[src/asuc_defs.svh]
`ifndef ASUC_DEFS_SVH
`define ASUC_DEFS_SVH
`define ASUC_OFS_MODE 8'h00
`define ASUC_OFS_STATUS 8'h04
`define ASUC_OFS_TXDATA 8'h08
`define ASUC_OFS_RXDATA 8'h0c
`define ASUC_OFS_BAUD 8'h10
`define ASUC_OFS_ENGINE 8'h14
`define ASUC_MODE_RESET 8'h00
`define ASUC_M_RESET 5'h10
`define ASUC_TAP_RESET 4'h0
`define ASUC_TAP_MAX 4'hb
`define ASUC_M_POS 4
`define ASUC_TAP_POS 11
`define ASUC_PAR_NONE 2'h0
`define ASUC_PAR_ZERO 2'h1
`define ASUC_PAR_ODD 2'h2
`define ASUC_PAR_EVEN 2'h3
`define ASUC_RESP_OKAY 2'h0
`define ASUC_RESP_SLVERR 2'h2
`endif

[src/asuc_pkg.sv]
package asuc_pkg;
  typedef struct packed {
    logic txEnableBit;
    logic rxEnableBit;
    logic [1:0] parity;
    logic charLen8;
    logic stopLen2;
    logic errRxIrqMask;
    logic clkSel;
  } asuc_mode_type;
  typedef struct packed {
    logic parityErrFlag;
    logic framingErrFlag;
    logic rxLostDataFlag;
  } asuc_rxstat_type;
  typedef enum logic [0:0] {TX_IDLE, TX_SHIFT} asuc_txstate_type;
  typedef enum logic [1:0] {RX_IDLE, RX_START, RX_BITS} asuc_rxstate_type;
endpackage

[src/asuc_core.sv]
`timescale 1ns/1ps
`include "asuc_defs.svh"
// Contract
// - Frame is start, 7 or 8 data, optional parity, 1 or 2 stop bits.
// - Even parity on transmit makes ones count of data plus parity even.
// - Even parity on receive flags error when ones count is odd.
// - Odd parity on transmit makes ones count of data plus parity odd.
// - Odd parity on receive flags error when ones count is even.
// - Zero parity sends 0 and never reports a parity error.
// - No parity omits the bit and never reports a parity error.
// - With transmit enabled, a data write starts a frame; the code drops writes while a frame is shifting.
// - Start, parity and stop bits are added by hardware.
// - Transmit-done pulses when the shift register empties.
// - Without new data after a frame the line stays idle high.
// - Clearing transmit enable aborts the frame at once.
// - After reset the shifter is empty and no done pulse occurs.
// - With receive enabled the input is sampled on the baud tick; in idle the code checks for a low input on every clock.
// - Low input starts count; still low at count m accepts start.
// - Completed frame goes to the buffer and receive-done pulses.
// - Errored frame still buffered; receive-done only if mask bit is 0.
// - Clearing receive enable stops reception silently, buffer unchanged.
// - Status holds parity, framing and overrun flags, 1 when occurred.
// - Flags clear on buffer read; new frame sets overrun and replaces the others with its own.
// - Framing error when stop is low; overrun when buffer still unread.
// - Any receive error also pulses receive-error.
module asuc_core (
  input wire logic clk_sys,
  input wire logic reset,
  input wire logic [7:0] s_axi_awaddr,
  input wire logic s_axi_awvalid,
  output logic s_axi_awready,
  input wire logic [31:0] s_axi_wdata,
  input wire logic [3:0] s_axi_wstrb,
  input wire logic s_axi_wvalid,
  output logic s_axi_wready,
  output logic [1:0] s_axi_bresp,
  output logic s_axi_bvalid,
  input wire logic s_axi_bready,
  input wire logic [7:0] s_axi_araddr,
  input wire logic s_axi_arvalid,
  output logic s_axi_arready,
  output logic [31:0] s_axi_rdata,
  output logic [1:0] s_axi_rresp,
  output logic s_axi_rvalid,
  input wire logic s_axi_rready,
  input wire logic rxd,
  output logic txd,
  output logic txDoneIrq,
  output logic rxDoneIrq,
  output logic rxErrorIrq
);
  asuc_pkg::asuc_mode_type mode, next_mode;
  logic [4:0] baudM, next_baudM;
  logic [3:0] baudTap, next_baudTap;
  logic awGot, next_awGot, wGot, next_wGot;
  logic [7:0] awAddr, next_awAddr;
  logic [31:0] wData, next_wData;
  logic [3:0] wStrb, next_wStrb;
  logic next_awready, next_wready, next_bvalid, next_arready, next_rvalid;
  logic [1:0] next_bresp, next_rresp;
  logic [31:0] next_rdata;
  logic wrTx, rdRx;
  logic [11:0] presc, next_presc, prescTop;
  logic refTick;
  asuc_pkg::asuc_txstate_type txState, next_txState;
  logic [11:0] txFrame, next_txFrame;
  logic [3:0] txIdx, next_txIdx, txLen, next_txLen;
  logic [4:0] txCnt, next_txCnt;
  logic next_txd, next_txDoneIrq;
  asuc_pkg::asuc_rxstate_type rxState, next_rxState;
  logic [4:0] rxCnt, next_rxCnt;
  logic [3:0] rxIdx, next_rxIdx;
  logic [9:0] rxBits, next_rxBits;
  logic [7:0] rxBuffer, next_rxBuffer;
  logic rxFull, next_rxFull;
  asuc_pkg::asuc_rxstat_type rxStatus, next_rxStatus;
  logic next_rxDoneIrq, next_rxErrorIrq;

  // Register slave; one write and one read in flight, answers one cycle after both halves
  always_comb begin
    logic doWrite;
    logic [31:0] rd;
    doWrite = awGot && wGot && !s_axi_bvalid;
    rd = 32'h0;
    next_mode = mode;
    next_baudM = baudM;
    next_baudTap = baudTap;
    next_awGot = awGot || (s_axi_awvalid && s_axi_awready);
    next_wGot = wGot || (s_axi_wvalid && s_axi_wready);
    next_awAddr = (s_axi_awvalid && s_axi_awready) ? s_axi_awaddr : awAddr;
    next_wData = (s_axi_wvalid && s_axi_wready) ? s_axi_wdata : wData;
    next_wStrb = (s_axi_wvalid && s_axi_wready) ? s_axi_wstrb : wStrb;
    next_bvalid = s_axi_bvalid && !s_axi_bready;
    next_bresp = s_axi_bresp;
    wrTx = 1'b0;
    if (doWrite) begin
      next_awGot = 1'b0;
      next_wGot = 1'b0;
      next_bvalid = 1'b1;
      next_bresp = `ASUC_RESP_OKAY;
      if (awAddr == `ASUC_OFS_MODE) begin
        if (wStrb[0]) next_mode = asuc_pkg::asuc_mode_type'(wData[7:0]);
      end else if (awAddr == `ASUC_OFS_TXDATA) begin
        wrTx = wStrb[0];
      end else if (awAddr == `ASUC_OFS_BAUD) begin
        if (wStrb[0]) next_baudM = wData[`ASUC_M_POS:0];
        if (wStrb[1]) next_baudTap = wData[`ASUC_TAP_POS:8];
      end else if (awAddr == `ASUC_OFS_STATUS || awAddr == `ASUC_OFS_RXDATA ||
                   awAddr == `ASUC_OFS_ENGINE) begin
        next_bresp = `ASUC_RESP_OKAY;
      end else begin
        next_bresp = `ASUC_RESP_SLVERR;
      end
    end
    next_awready = !next_awGot && !next_bvalid;
    next_wready = !next_wGot && !next_bvalid;
    next_rvalid = s_axi_rvalid && !s_axi_rready;
    next_rdata = s_axi_rdata;
    next_rresp = s_axi_rresp;
    rdRx = 1'b0;
    if (s_axi_arvalid && s_axi_arready) begin
      next_rvalid = 1'b1;
      next_rresp = `ASUC_RESP_OKAY;
      if (s_axi_araddr == `ASUC_OFS_MODE) begin
        rd = {24'h0, mode};
      end else if (s_axi_araddr == `ASUC_OFS_STATUS) begin
        rd = {29'h0, rxStatus};
      end else if (s_axi_araddr == `ASUC_OFS_TXDATA) begin
        rd = 32'h0;
      end else if (s_axi_araddr == `ASUC_OFS_RXDATA) begin
        rd = {24'h0, rxBuffer};
        rdRx = 1'b1;
      end else if (s_axi_araddr == `ASUC_OFS_BAUD) begin
        rd = {20'h0, baudTap, 3'h0, baudM};
      end else if (s_axi_araddr == `ASUC_OFS_ENGINE) begin
        rd = {29'h0, rxFull, rxState != asuc_pkg::RX_IDLE, txState == asuc_pkg::TX_SHIFT};
      end else begin
        next_rresp = `ASUC_RESP_SLVERR;
      end
      next_rdata = rd;
    end
    next_arready = !next_rvalid;
  end

  always_ff @(posedge clk_sys or posedge reset) begin
    if (reset) begin
      mode <= asuc_pkg::asuc_mode_type'(`ASUC_MODE_RESET);
      baudM <= `ASUC_M_RESET;
      baudTap <= `ASUC_TAP_RESET;
      awGot <= 1'b0;
      wGot <= 1'b0;
      awAddr <= 8'h00;
      wData <= 32'h0;
      wStrb <= 4'h0;
      s_axi_awready <= 1'b1;
      s_axi_wready <= 1'b1;
      s_axi_bvalid <= 1'b0;
      s_axi_bresp <= 2'h0;
      s_axi_arready <= 1'b1;
      s_axi_rvalid <= 1'b0;
      s_axi_rdata <= 32'h0;
      s_axi_rresp <= 2'h0;
    end else begin
      mode <= next_mode;
      baudM <= next_baudM;
      baudTap <= next_baudTap;
      awGot <= next_awGot;
      wGot <= next_wGot;
      awAddr <= next_awAddr;
      wData <= next_wData;
      wStrb <= next_wStrb;
      s_axi_awready <= next_awready;
      s_axi_wready <= next_wready;
      s_axi_bvalid <= next_bvalid;
      s_axi_bresp <= next_bresp;
      s_axi_arready <= next_arready;
      s_axi_rvalid <= next_rvalid;
      s_axi_rdata <= next_rdata;
      s_axi_rresp <= next_rresp;
    end
  end

  // Reference tick every 2^(n+1) clocks; taps above the top one clamp
  always_comb begin
    logic [3:0] tap;
    tap = (baudTap > `ASUC_TAP_MAX) ? `ASUC_TAP_MAX : baudTap;
    prescTop = 12'((13'h1 << (tap + 4'h1)) - 13'h1);
    refTick = (presc >= prescTop);
    next_presc = refTick ? 12'h0 : presc + 12'h1;
  end

  always_ff @(posedge clk_sys or posedge reset) begin
    if (reset) presc <= 12'h0;
    else presc <= next_presc;
  end

  // Transmitter; writes while busy or disabled are dropped
  always_comb begin
    logic [7:0] d;
    logic pbit;
    next_txState = txState;
    next_txFrame = txFrame;
    next_txIdx = txIdx;
    next_txLen = txLen;
    next_txCnt = txCnt;
    next_txd = txd;
    next_txDoneIrq = 1'b0;
    d = mode.charLen8 ? wData[7:0] : {1'b0, wData[6:0]};
    pbit = 1'b0;
    if (mode.parity == `ASUC_PAR_EVEN) pbit = ^d;
    else if (mode.parity == `ASUC_PAR_ODD) pbit = ~^d;
    case (txState)
      asuc_pkg::TX_IDLE: begin
        next_txd = 1'b1;
        if (wrTx && mode.txEnableBit) begin
          next_txFrame = 12'hfff;
          next_txFrame[0] = 1'b0;
          if (mode.charLen8) next_txFrame[8:1] = d;
          else next_txFrame[7:1] = d[6:0];
          if (mode.parity != `ASUC_PAR_NONE) begin
            if (mode.charLen8) next_txFrame[9] = pbit;
            else next_txFrame[8] = pbit;
          end
          next_txLen = 4'd8 + {3'h0, mode.charLen8} +
                       {3'h0, mode.parity != `ASUC_PAR_NONE} + {3'h0, mode.stopLen2};
          next_txIdx = 4'h0;
          next_txCnt = 5'h0;
          next_txd = 1'b0;
          next_txState = asuc_pkg::TX_SHIFT;
        end
      end
      asuc_pkg::TX_SHIFT: begin
        if (!mode.txEnableBit) begin
          next_txState = asuc_pkg::TX_IDLE;
          next_txd = 1'b1;
        end else if (refTick) begin
          if (txCnt == baudM - 5'h1) begin
            next_txCnt = 5'h0;
            if (txIdx == txLen) begin
              next_txState = asuc_pkg::TX_IDLE;
              next_txd = 1'b1;
              next_txDoneIrq = 1'b1;
            end else begin
              next_txIdx = txIdx + 4'h1;
              next_txFrame = {1'b1, txFrame[11:1]};
              next_txd = txFrame[1];
            end
          end else begin
            next_txCnt = txCnt + 5'h1;
          end
        end
      end
      default: next_txState = asuc_pkg::TX_IDLE;
    endcase
  end

  always_ff @(posedge clk_sys or posedge reset) begin
    if (reset) begin
      txState <= asuc_pkg::TX_IDLE;
      txFrame <= 12'hfff;
      txIdx <= 4'h0;
      txLen <= 4'h0;
      txCnt <= 5'h0;
      txd <= 1'b1;
      txDoneIrq <= 1'b0;
    end else begin
      txState <= next_txState;
      txFrame <= next_txFrame;
      txIdx <= next_txIdx;
      txLen <= next_txLen;
      txCnt <= next_txCnt;
      txd <= next_txd;
      txDoneIrq <= next_txDoneIrq;
    end
  end

  // Receiver; a frame ending in the cycle of a buffer read wins over the read
  always_comb begin
    logic [3:0] lastIdx;
    logic [7:0] d;
    logic p, pe, fe, rx_lost_data_flag;
    lastIdx = 4'd7 + {3'h0, mode.charLen8} + {3'h0, mode.parity != `ASUC_PAR_NONE};
    d = mode.charLen8 ? rxBits[7:0] : {1'b0, rxBits[6:0]};
    p = mode.charLen8 ? rxBits[8] : rxBits[7];
    pe = 1'b0;
    if (mode.parity == `ASUC_PAR_EVEN) pe = ^{d, p};
    else if (mode.parity == `ASUC_PAR_ODD) pe = ~^{d, p};
    fe = !rxd;
    rx_lost_data_flag = rxFull && !rdRx;
    next_rxState = rxState;
    next_rxCnt = rxCnt;
    next_rxIdx = rxIdx;
    next_rxBits = rxBits;
    next_rxBuffer = rxBuffer;
    next_rxFull = rxFull;
    next_rxStatus = rxStatus;
    next_rxDoneIrq = 1'b0;
    next_rxErrorIrq = 1'b0;
    if (rdRx) begin
      next_rxFull = 1'b0;
      next_rxStatus = '0;
    end
    case (rxState)
      asuc_pkg::RX_IDLE: begin
        next_rxCnt = 5'h0;
        if (mode.rxEnableBit && !rxd) next_rxState = asuc_pkg::RX_START;
      end
      asuc_pkg::RX_START: begin
        if (!mode.rxEnableBit) begin
          next_rxState = asuc_pkg::RX_IDLE;
        end else if (refTick) begin
          if (rxCnt == baudM - 5'h1) begin
            next_rxCnt = 5'h0;
            next_rxIdx = 4'h0;
            next_rxState = rxd ? asuc_pkg::RX_IDLE : asuc_pkg::RX_BITS;
          end else begin
            next_rxCnt = rxCnt + 5'h1;
          end
        end
      end
      asuc_pkg::RX_BITS: begin
        if (!mode.rxEnableBit) begin
          next_rxState = asuc_pkg::RX_IDLE;
        end else if (refTick) begin
          if (rxCnt == baudM - 5'h1) begin
            next_rxCnt = 5'h0;
            if (rxIdx == lastIdx) begin
              next_rxState = asuc_pkg::RX_IDLE;
              next_rxBuffer = d;
              next_rxFull = 1'b1;
              next_rxStatus = {pe, fe, rx_lost_data_flag};
              next_rxErrorIrq = pe || fe || rx_lost_data_flag;
              next_rxDoneIrq = !(pe || fe || rx_lost_data_flag) || !mode.errRxIrqMask;
            end else begin
              next_rxBits[rxIdx] = rxd;
              next_rxIdx = rxIdx + 4'h1;
            end
          end else begin
            next_rxCnt = rxCnt + 5'h1;
          end
        end
      end
      default: next_rxState = asuc_pkg::RX_IDLE;
    endcase
  end

  always_ff @(posedge clk_sys or posedge reset) begin
    if (reset) begin
      rxState <= asuc_pkg::RX_IDLE;
      rxCnt <= 5'h0;
      rxIdx <= 4'h0;
      rxBits <= 10'h0;
      rxBuffer <= 8'h00;
      rxFull <= 1'b0;
      rxStatus <= '0;
      rxDoneIrq <= 1'b0;
      rxErrorIrq <= 1'b0;
    end else begin
      rxState <= next_rxState;
      rxCnt <= next_rxCnt;
      rxIdx <= next_rxIdx;
      rxBits <= next_rxBits;
      rxBuffer <= next_rxBuffer;
      rxFull <= next_rxFull;
      rxStatus <= next_rxStatus;
      rxDoneIrq <= next_rxDoneIrq;
      rxErrorIrq <= next_rxErrorIrq;
    end
  end

  a_tx_idle_line: assert property (@(posedge clk_sys) disable iff (reset)
    (txState == asuc_pkg::TX_IDLE) |-> txd) else $error("line not idle high");
  a_tx_start_bit: assert property (@(posedge clk_sys) disable iff (reset)
    (txState == asuc_pkg::TX_IDLE && wrTx && mode.txEnableBit) |=> !txd [*2])
    else $error("start bit missing");
  a_tx_abort_now: assert property (@(posedge clk_sys) disable iff (reset)
    (txState == asuc_pkg::TX_SHIFT && !mode.txEnableBit) |=>
      (txState == asuc_pkg::TX_IDLE && txd && !txDoneIrq)) else $error("abort too slow");
  a_tx_done_idle: assert property (@(posedge clk_sys) disable iff (reset)
    txDoneIrq |-> ($past(txState) == asuc_pkg::TX_SHIFT && txState == asuc_pkg::TX_IDLE))
    else $error("done without frame");
  a_rx_abort_quiet: assert property (@(posedge clk_sys) disable iff (reset)
    (rxState != asuc_pkg::RX_IDLE && !mode.rxEnableBit) |=>
      (!rxDoneIrq && !rxErrorIrq && $stable(rxBuffer))) else $error("abort not silent");
  a_rx_err_flag: assert property (@(posedge clk_sys) disable iff (reset)
    rxErrorIrq |-> (rxStatus != '0 && rxFull)) else $error("error pulse without flag");
  a_rx_mask_done: assert property (@(posedge clk_sys) disable iff (reset)
    (rxErrorIrq && $past(mode.errRxIrqMask)) |-> !rxDoneIrq) else $error("masked done fired");
  a_rx_par_mode: assert property (@(posedge clk_sys) disable iff (reset)
    $rose(rxStatus.parityErrFlag) |-> $past(mode.parity[1])) else $error("parity not checked");
  a_rx_read_clear: assert property (@(posedge clk_sys) disable iff (reset)
    $fell(rxFull) |-> (rxStatus == '0)) else $error("flags survive read");
  a_rx_overrun: assert property (@(posedge clk_sys) disable iff (reset)
    $rose(rxStatus.rxLostDataFlag) |-> $past(rxFull)) else $error("overrun without full");
endmodule

[config.mk]
export PLATFORM = sky130hd
export DESIGN_NAME = asuc_core
export DESIGN_NICKNAME = d
export VERILOG_FILES = /design/src/asuc_pkg.sv /design/src/asuc_core.sv
export VERILOG_INCLUDE_DIRS = /design/src
export SDC_FILE = /design/constraint.sdc
export NUM_CORES = 1
export LEC_CHECK = 0
export BUFFER_PORTS_ARGS = -buffer_cell sky130_fd_sc_hd__buf_4
export CAP_MARGIN = 10
export CORE_ASPECT_RATIO = 0.9
export CORE_MARGIN = 5
export CORE_UTILIZATION = 47
export DETAILED_ROUTE_END_ITERATION = 7
export PLACE_DENSITY = 0.68
export SLEW_MARGIN = 40
export SYNTH_ARGS = -nofsm -noshare
export SYNTH_HDL_FRONTEND = slang
export SYNTH_SLANG_ARGS = --single-unit
[constraint.sdc]
create_clock -name clk_sys -period 8.6 [get_ports clk_sys]
set_clock_uncertainty 0.2 [all_clocks]
set_input_delay 0 -clock clk_sys [delete_from_list [all_inputs] [get_ports clk_sys]]
set_output_delay 0 -clock clk_sys [all_outputs]
set_load 0.01 [all_outputs]
; ---- After elaboration in Yosys (flattened, before gate mapping)
; Cells that the tools add are included.
; Widths: inputs -> output; s select.
[totals]
register_bits = 157
output_inout_bits = 45
[classes]
addsub = 13
magnitude_cmp = 4
eq_ne = 40
shift = 1
muxes = 122
n_bitwise = 4
n_reduce_logical = 55
[ops]
columns = op, n
row1 = $mux 12, 11
row2 = $mux 1, 52
row3 = $mux 4, 13
row4 = $mux 2, 20
row5 = $mux 5, 7
row6 = $eq 8x4->1 const B, 4
row7 = $eq 8x5->1 const B, 4
row8 = $reduce_and 5->1, 5
row9 = $ne 2x2->1 const B, 12
row10 = $pmux 12 s2, 1
row11 = $mux 3, 7
row12 = $pmux 5 s2, 2
row13 = $ne 3x3->1 const B, 6
row14 = $eq 8x3->1 const B, 2
row15 = $logic_not 8->1, 2
row16 = $mux 8, 2
row17 = $pmux 4 s2, 2
row18 = $logic_and 1x1->1, 13
row19 = $add 12x1->12 const B, 1
row20 = $add 4x1->4, 3
row21 = $add 4x1->4 const B, 3
row22 = $ge 12x12->1, 1
row23 = $shl 1x4->12 const A, 1
row24 = $sub 12x1->12 const B, 1
row25 = other kinds (31), 64

; ---- Longest topological paths before layout
[depth]
ltp_word = 16
mapped_depth = 17
ltp_nobuf = 14

; ---- Worst setup path after synthesis
; No wires, ideal clock.
[synth_path]
kind = register to register
start = register baudTap[2]
end = register rxStatus[0] (netlist bit)
setup_time_ns = 0.120
arrival_time_ns = 3.382
setup_slack_ns = 4.899
path_stages_with_launch = 15
cell_sequence = dfrtp_1 > clkbuf_1 > nor2_1 > nand2_1 > ha_1 > or4b_2 > a21oi_1 > a31oi_1 > ha_1 > nand4_1 > o21a_1 > or4b_1 > buf_6 > buf_8 > a31o_1
[synth_lines]
columns = item, line_no
row1 = start: declaration, asuc_core.sv:54  ; logic [3:0] baudTap, next_baudTap;
row2 = start signal: assignment, asuc_core.sv:149  ; baudTap <= `ASUC_TAP_RESET;
row3 = start signal: assignment, asuc_core.sv:166  ; baudTap <= next_baudTap;
row4 = end signal: assignment, asuc_core.sv:365  ; rxStatus <= next_rxStatus;
row5 = end: declaration, asuc_core.sv:76  ; asuc_pkg::asuc_rxstat_type rxStatus, next_rxStatus;

; ---- Worst setup path in the final report
[layout_path]
start = register baudTap[2]
end = register rxErrorIrq
[layout_between]
elab_chain_cells = 9
[layout_rtl]
columns = item, line_no
row1 = $gt 4x4->1 (no source line), --
row2 = $mux 4 *, asuc_core.sv:186  ; tap = (baudTap > `ASUC_TAP_MAX) ? `ASUC_TAP_MAX : baudTap;
row3 = $add 4x1->4 *, asuc_core.sv:187  ; prescTop = 12'((13'h1 << (tap + 4'h1)) - 13'h1);
row4 = $shl 1x4->12 *, asuc_core.sv:187
row5 = $sub 12x1->12 *, asuc_core.sv:187
row6 = $ge 12x12->1 *, asuc_core.sv:188  ; refTick = (presc >= prescTop);
row7 = $mux 1 *, asuc_core.sv:324  ; end else if (refTick) begin
row8 = $mux 1 *, asuc_core.sv:322  ; if (!mode.rxEnableBit) begin
row9 = $mux 1 *, asuc_core.sv:303  ; case (rxState)
row10 = net next_rxErrorIrq, asuc_core.sv:77  ; logic next_rxDoneIrq, next_rxErrorIrq;
row11 = end signal: assignment, asuc_core.sv:367  ; rxErrorIrq <= next_rxErrorIrq;
row12 = end: declaration, asuc_core.sv:50  ; output logic rxErrorIrq
; Mark *: on every way through the listed nets, which the timed path passes. The rest lies on a longest branch.
; A chain may end at the register's enable or synchronous reset.

==> run metrics <==
synthesized area=6870 µm²; WL final=15.0 mm; setup_tns=0 ps; clock network power share=34.8%; post-synth top area cell=sky130_fd_sc_hd__dfrtp_1; worst hold-check path type=in2async; Critical R2R Launch=baudTap[2]$_DFFE_PP0P_; tightest slew margin relative to the limit=44.0%; GRT Overall Usage=18.5%; critical path endpoint category=register; Detail Route Antenna Nets=0; Initial Utilization=48.5%; largest net degree at the start of global routing=71; WL/cell=15.9 µm; Final Max Tran Viols=0; slowest cell delay on critical path=850 ps; average instance area after synthesis=10.7 µm²; slowest CP cell=sky130_fd_sc_hd__or4b_1; Sw Pwr=616 µW; Synth Warn #=0; number of I/O pins=105; mean number of vias per cell=5.28; Synth Register Bits=130; hold-fix buffer count after cts=35; Async S/R FF share, synth=100%; ranking of synthesized cells by area=sky130_fd_sc_hd__dfrtp_1, sky130_fd_sc_hd__mux2_2, sky130_fd_sc_hd__dfstp_2; post-route setup slack=3970 ps; Pwr Total=2.01 mW; global-route wire length before repair=25.0 mm; die height=125 µm; worst setup timing slack at the placement stage=4320 ps; top fanout value on the critical path=18; IO Port Bufs=60; clock root cell=sky130_fd_sc_hd__clkbuf_16; critical path data arrival time=4790 ps; layout filler cell count=1142; number of buffers created by CTS=17; ys flop type=sky130_fd_sc_hd__dfrtp_1; highest attainable clock frequency=216 MHz; leakage dissipation=3.78 nW; DRC violations left=0; element type at the critical path start=register; worst-skew pair later-pin latency=420 ps; outcome=complete, no violations; Remaining Overflow, GRT=0; Switching Fraction=30.6%; total setup buffers inserted after CTS=0; cell-by-cell trace of the critical path=nor2_1 -> nand2_1 -> ha_1 -> or4b_2 -> a21oi_1 -> a31oi_1 -> ha_1 -> nand4_1 -> o21a_1 -> or4b_1 -> a31oi_1 -> dlygate4sd3_1; width of the die=137 µm; H-tree Lvls=4; area added between synthesis and finish=21.5%; final setup violation count=0; Die Outline Area=17100 µm²; placer congestion estimate=0.830; TritonCTS Sinks=130; floorplan row count=41; post-detail-place hpwl=10.7 mm; Int Pwr=1.40 mW; share of layout cells above drive strength 1=23.3%; total vias in the final route=4984; Seq/Total Area, Yosys=47.6%; number of standard cells in the final layout excluding fillers=944; Required @ worst endpoint=8760 ps; Crit. Startpoint=baudTap[2]$_DFFE_PP0P_; Detailed Route Iter0 Violations=247; vias in the first global route=5147; post-route minimum period=4630 ps; count of buffering cells on the critical path with inverters included=1; number of iterations in the first detailed-routing pass=5; synth unique cells=60; number of flops mapped to enable cells by yosys=0; clock tree from TritonCTS=built; Worst Max-Slew Pin Slew=839 ps; cell with the most instances after synthesis=sky130_fd_sc_hd__dfrtp_1; clock-pin slew of the registers on the worst-case setup and hold paths=60 ps; Seq pwr share=40.6%; initial antenna violation count=0; Std-Cell Core Area=14200 µm²; most common library cells after synthesis=sky130_fd_sc_hd__dfrtp_1, sky130_fd_sc_hd__mux2_2, sky130_fd_sc_hd__nand2_1, sky130_fd_sc_hd__nor2_1, sky130_fd_sc_hd__o21ai_0; final net count=826; max capacitance violation total=0; cell family contributing the most delay on the critical path=simple AND/OR/NAND/NOR gates; number of hold-slack violations in the final timing report=0; Mapped Cells=644; cells resized by post-CTS repair=0; VDD IR max=0.184 mV; share of the clock period used by the worst path=53.8%; maximum clock path buffer count=2; number of diodes added for antenna fixing=0; fraction of post-synthesis cell area in the top cell type by area=42.3%; Comb power frac=24.6%; power density relative to cell area=241 nW/µm²; Setup Crit Path Kind=reg2reg; dpl cells=877; setup repair after global routing missed its margin=false
## cells in the final DEF (no fill, tap or decap), types with 4 or more instances in the layout
cell	instances
sky130_fd_sc_hd__conb_1	24
sky130_fd_sc_hd__inv_1	20
sky130_fd_sc_hd__nor3_1	10
sky130_fd_sc_hd__nand3_1	21
sky130_fd_sc_hd__xnor2_1	28
sky130_fd_sc_hd__and2_1	5
sky130_fd_sc_hd__a21oi_1	21
sky130_fd_sc_hd__xnor3_1	5
sky130_fd_sc_hd__clkinv_2	5
sky130_fd_sc_hd__dfstp_2	14
sky130_fd_sc_hd__nand3b_1	5
sky130_fd_sc_hd__mux2i_1	14
sky130_fd_sc_hd__xor2_1	10
sky130_fd_sc_hd__nor3b_1	5
sky130_fd_sc_hd__a31oi_1	7
sky130_fd_sc_hd__clkbuf_8	6
sky130_fd_sc_hd__nand2_1	57
sky130_fd_sc_hd__clkbuf_16	17
sky130_fd_sc_hd__buf_4	61
sky130_fd_sc_hd__ha_1	27
sky130_fd_sc_hd__dfrtp_1	116
sky130_fd_sc_hd__and3_1	8
sky130_fd_sc_hd__nand2b_1	12
sky130_fd_sc_hd__nor2_1	48
sky130_fd_sc_hd__mux2_2	57
sky130_fd_sc_hd__a22o_1	4
sky130_fd_sc_hd__o21ai_0	45
sky130_fd_sc_hd__dlygate4sd3_1	35
## cells by family after synthesis
group / count (synthesis) / synth area share, %
AO/OA/AOI/OAI: 109 / 9.62
buffers and inverters: 65 / 5.05
multiplexers: 71 / 11.4
XOR/XNOR: 44 / 6.83
flip-flops: 130 / 47.6
AND/OR/NAND/NOR: 195 / 14.1
adder cells (fa/ha/maj): 28 / 5.21
other: 2 / 0.109
## area by class of cell
class	instances	area (µm²)	area share (%)
Tap cell	193	241	2.90
Sequential cell	130	3270	39.2
Timing Repair Buffer	97	820	9.83
Clock inverter	9	77.6	0.930
Multi-Input combinational cell	471	3340	40.0
Inverter	21	83.8	1.01
Clock buffer	23	508	6.09
## stage by stage
stage                     instance area, µm²  hold WS (ps)  util [%]
after floorplan                         6950          -140         -
after global placement                  7390         -39.4      52.2
final                                   8340          25.1      58.9
after global routing                    8340          99.9      58.9
after CTS                               8330          17.3      58.9
after detailed placement                7400         -34.1      52.3
## final timing paths
| path | to | slack [ps] | cells past startpoint |
|---|---|---|---|
| min in group clk_sys | s_axi_rdata[3]$_DFFE_PP0P_ | 50 | 6 |
| worst min-delay path | txCnt[3]$_DFFE_PP0P_ | 30 | 3 |
| worst max register to register | rxErrorIrq$_DFF_PP0_ | 3970 | 12 |
| worst max-delay path | rxErrorIrq$_DFF_PP0_ | 3970 | 12 |
| worst min register to register | s_axi_wready$_DFF_PP1_ | 270 | 1 |
| max in group asynchronous | txFrame[4]$_DFFE_PP1P_ | 7230 | 4 |
## sequential cells by signal, indices dropped and copies added, names as in the netlist, 5 cells and up
name	count
presc	12
s_axi_rdata	12
wData	12
rxBits	9
txFrame	9
awAddr	8
mode	8
rxBuffer	8
baudM	5
rxCnt	5
txCnt	5
## routing by layer
metal  GRT usage (%)  part of all wire, %  vias up  routed length [µm]
met1            24.5                   45     2404                6790
met3            5.17                  6.2       20                 937
met5               0                    0        -                   0
li1                -                    -     2397                   -
met2            28.9                   47      163                7050
met4            7.10                  1.7        0                 259
## power by group through the flow
stage / clock (mW) / sequential [mW] / combinational [mW]
detailed placement: 0 / 0.826 / 0.485
global route: 0.742 / 0.831 / 0.554
global placement: 0 / 0.820 / 0.460
floorplan: 0 / 0.785 / 0.366
finish: 0.699 / 0.817 / 0.495
CTS: 0.714 / 0.817 / 0.502
## worst register-to-register path, cell delays in order (launching register included)
cell                            delay (ps)
sky130_fd_sc_hd__dfrtp_1               500
sky130_fd_sc_hd__nor2_1                190
sky130_fd_sc_hd__nand2_1                80
sky130_fd_sc_hd__ha_1                  280
sky130_fd_sc_hd__or4b_2                630
sky130_fd_sc_hd__a21oi_1               170
sky130_fd_sc_hd__a31oi_1                80
sky130_fd_sc_hd__ha_1                  310
sky130_fd_sc_hd__nand4_1               130
sky130_fd_sc_hd__o21a_1                340
sky130_fd_sc_hd__or4b_1                850
sky130_fd_sc_hd__a31oi_1               250
sky130_fd_sc_hd__dlygate4sd3_1         560
(Power assumes the default switching activity.)
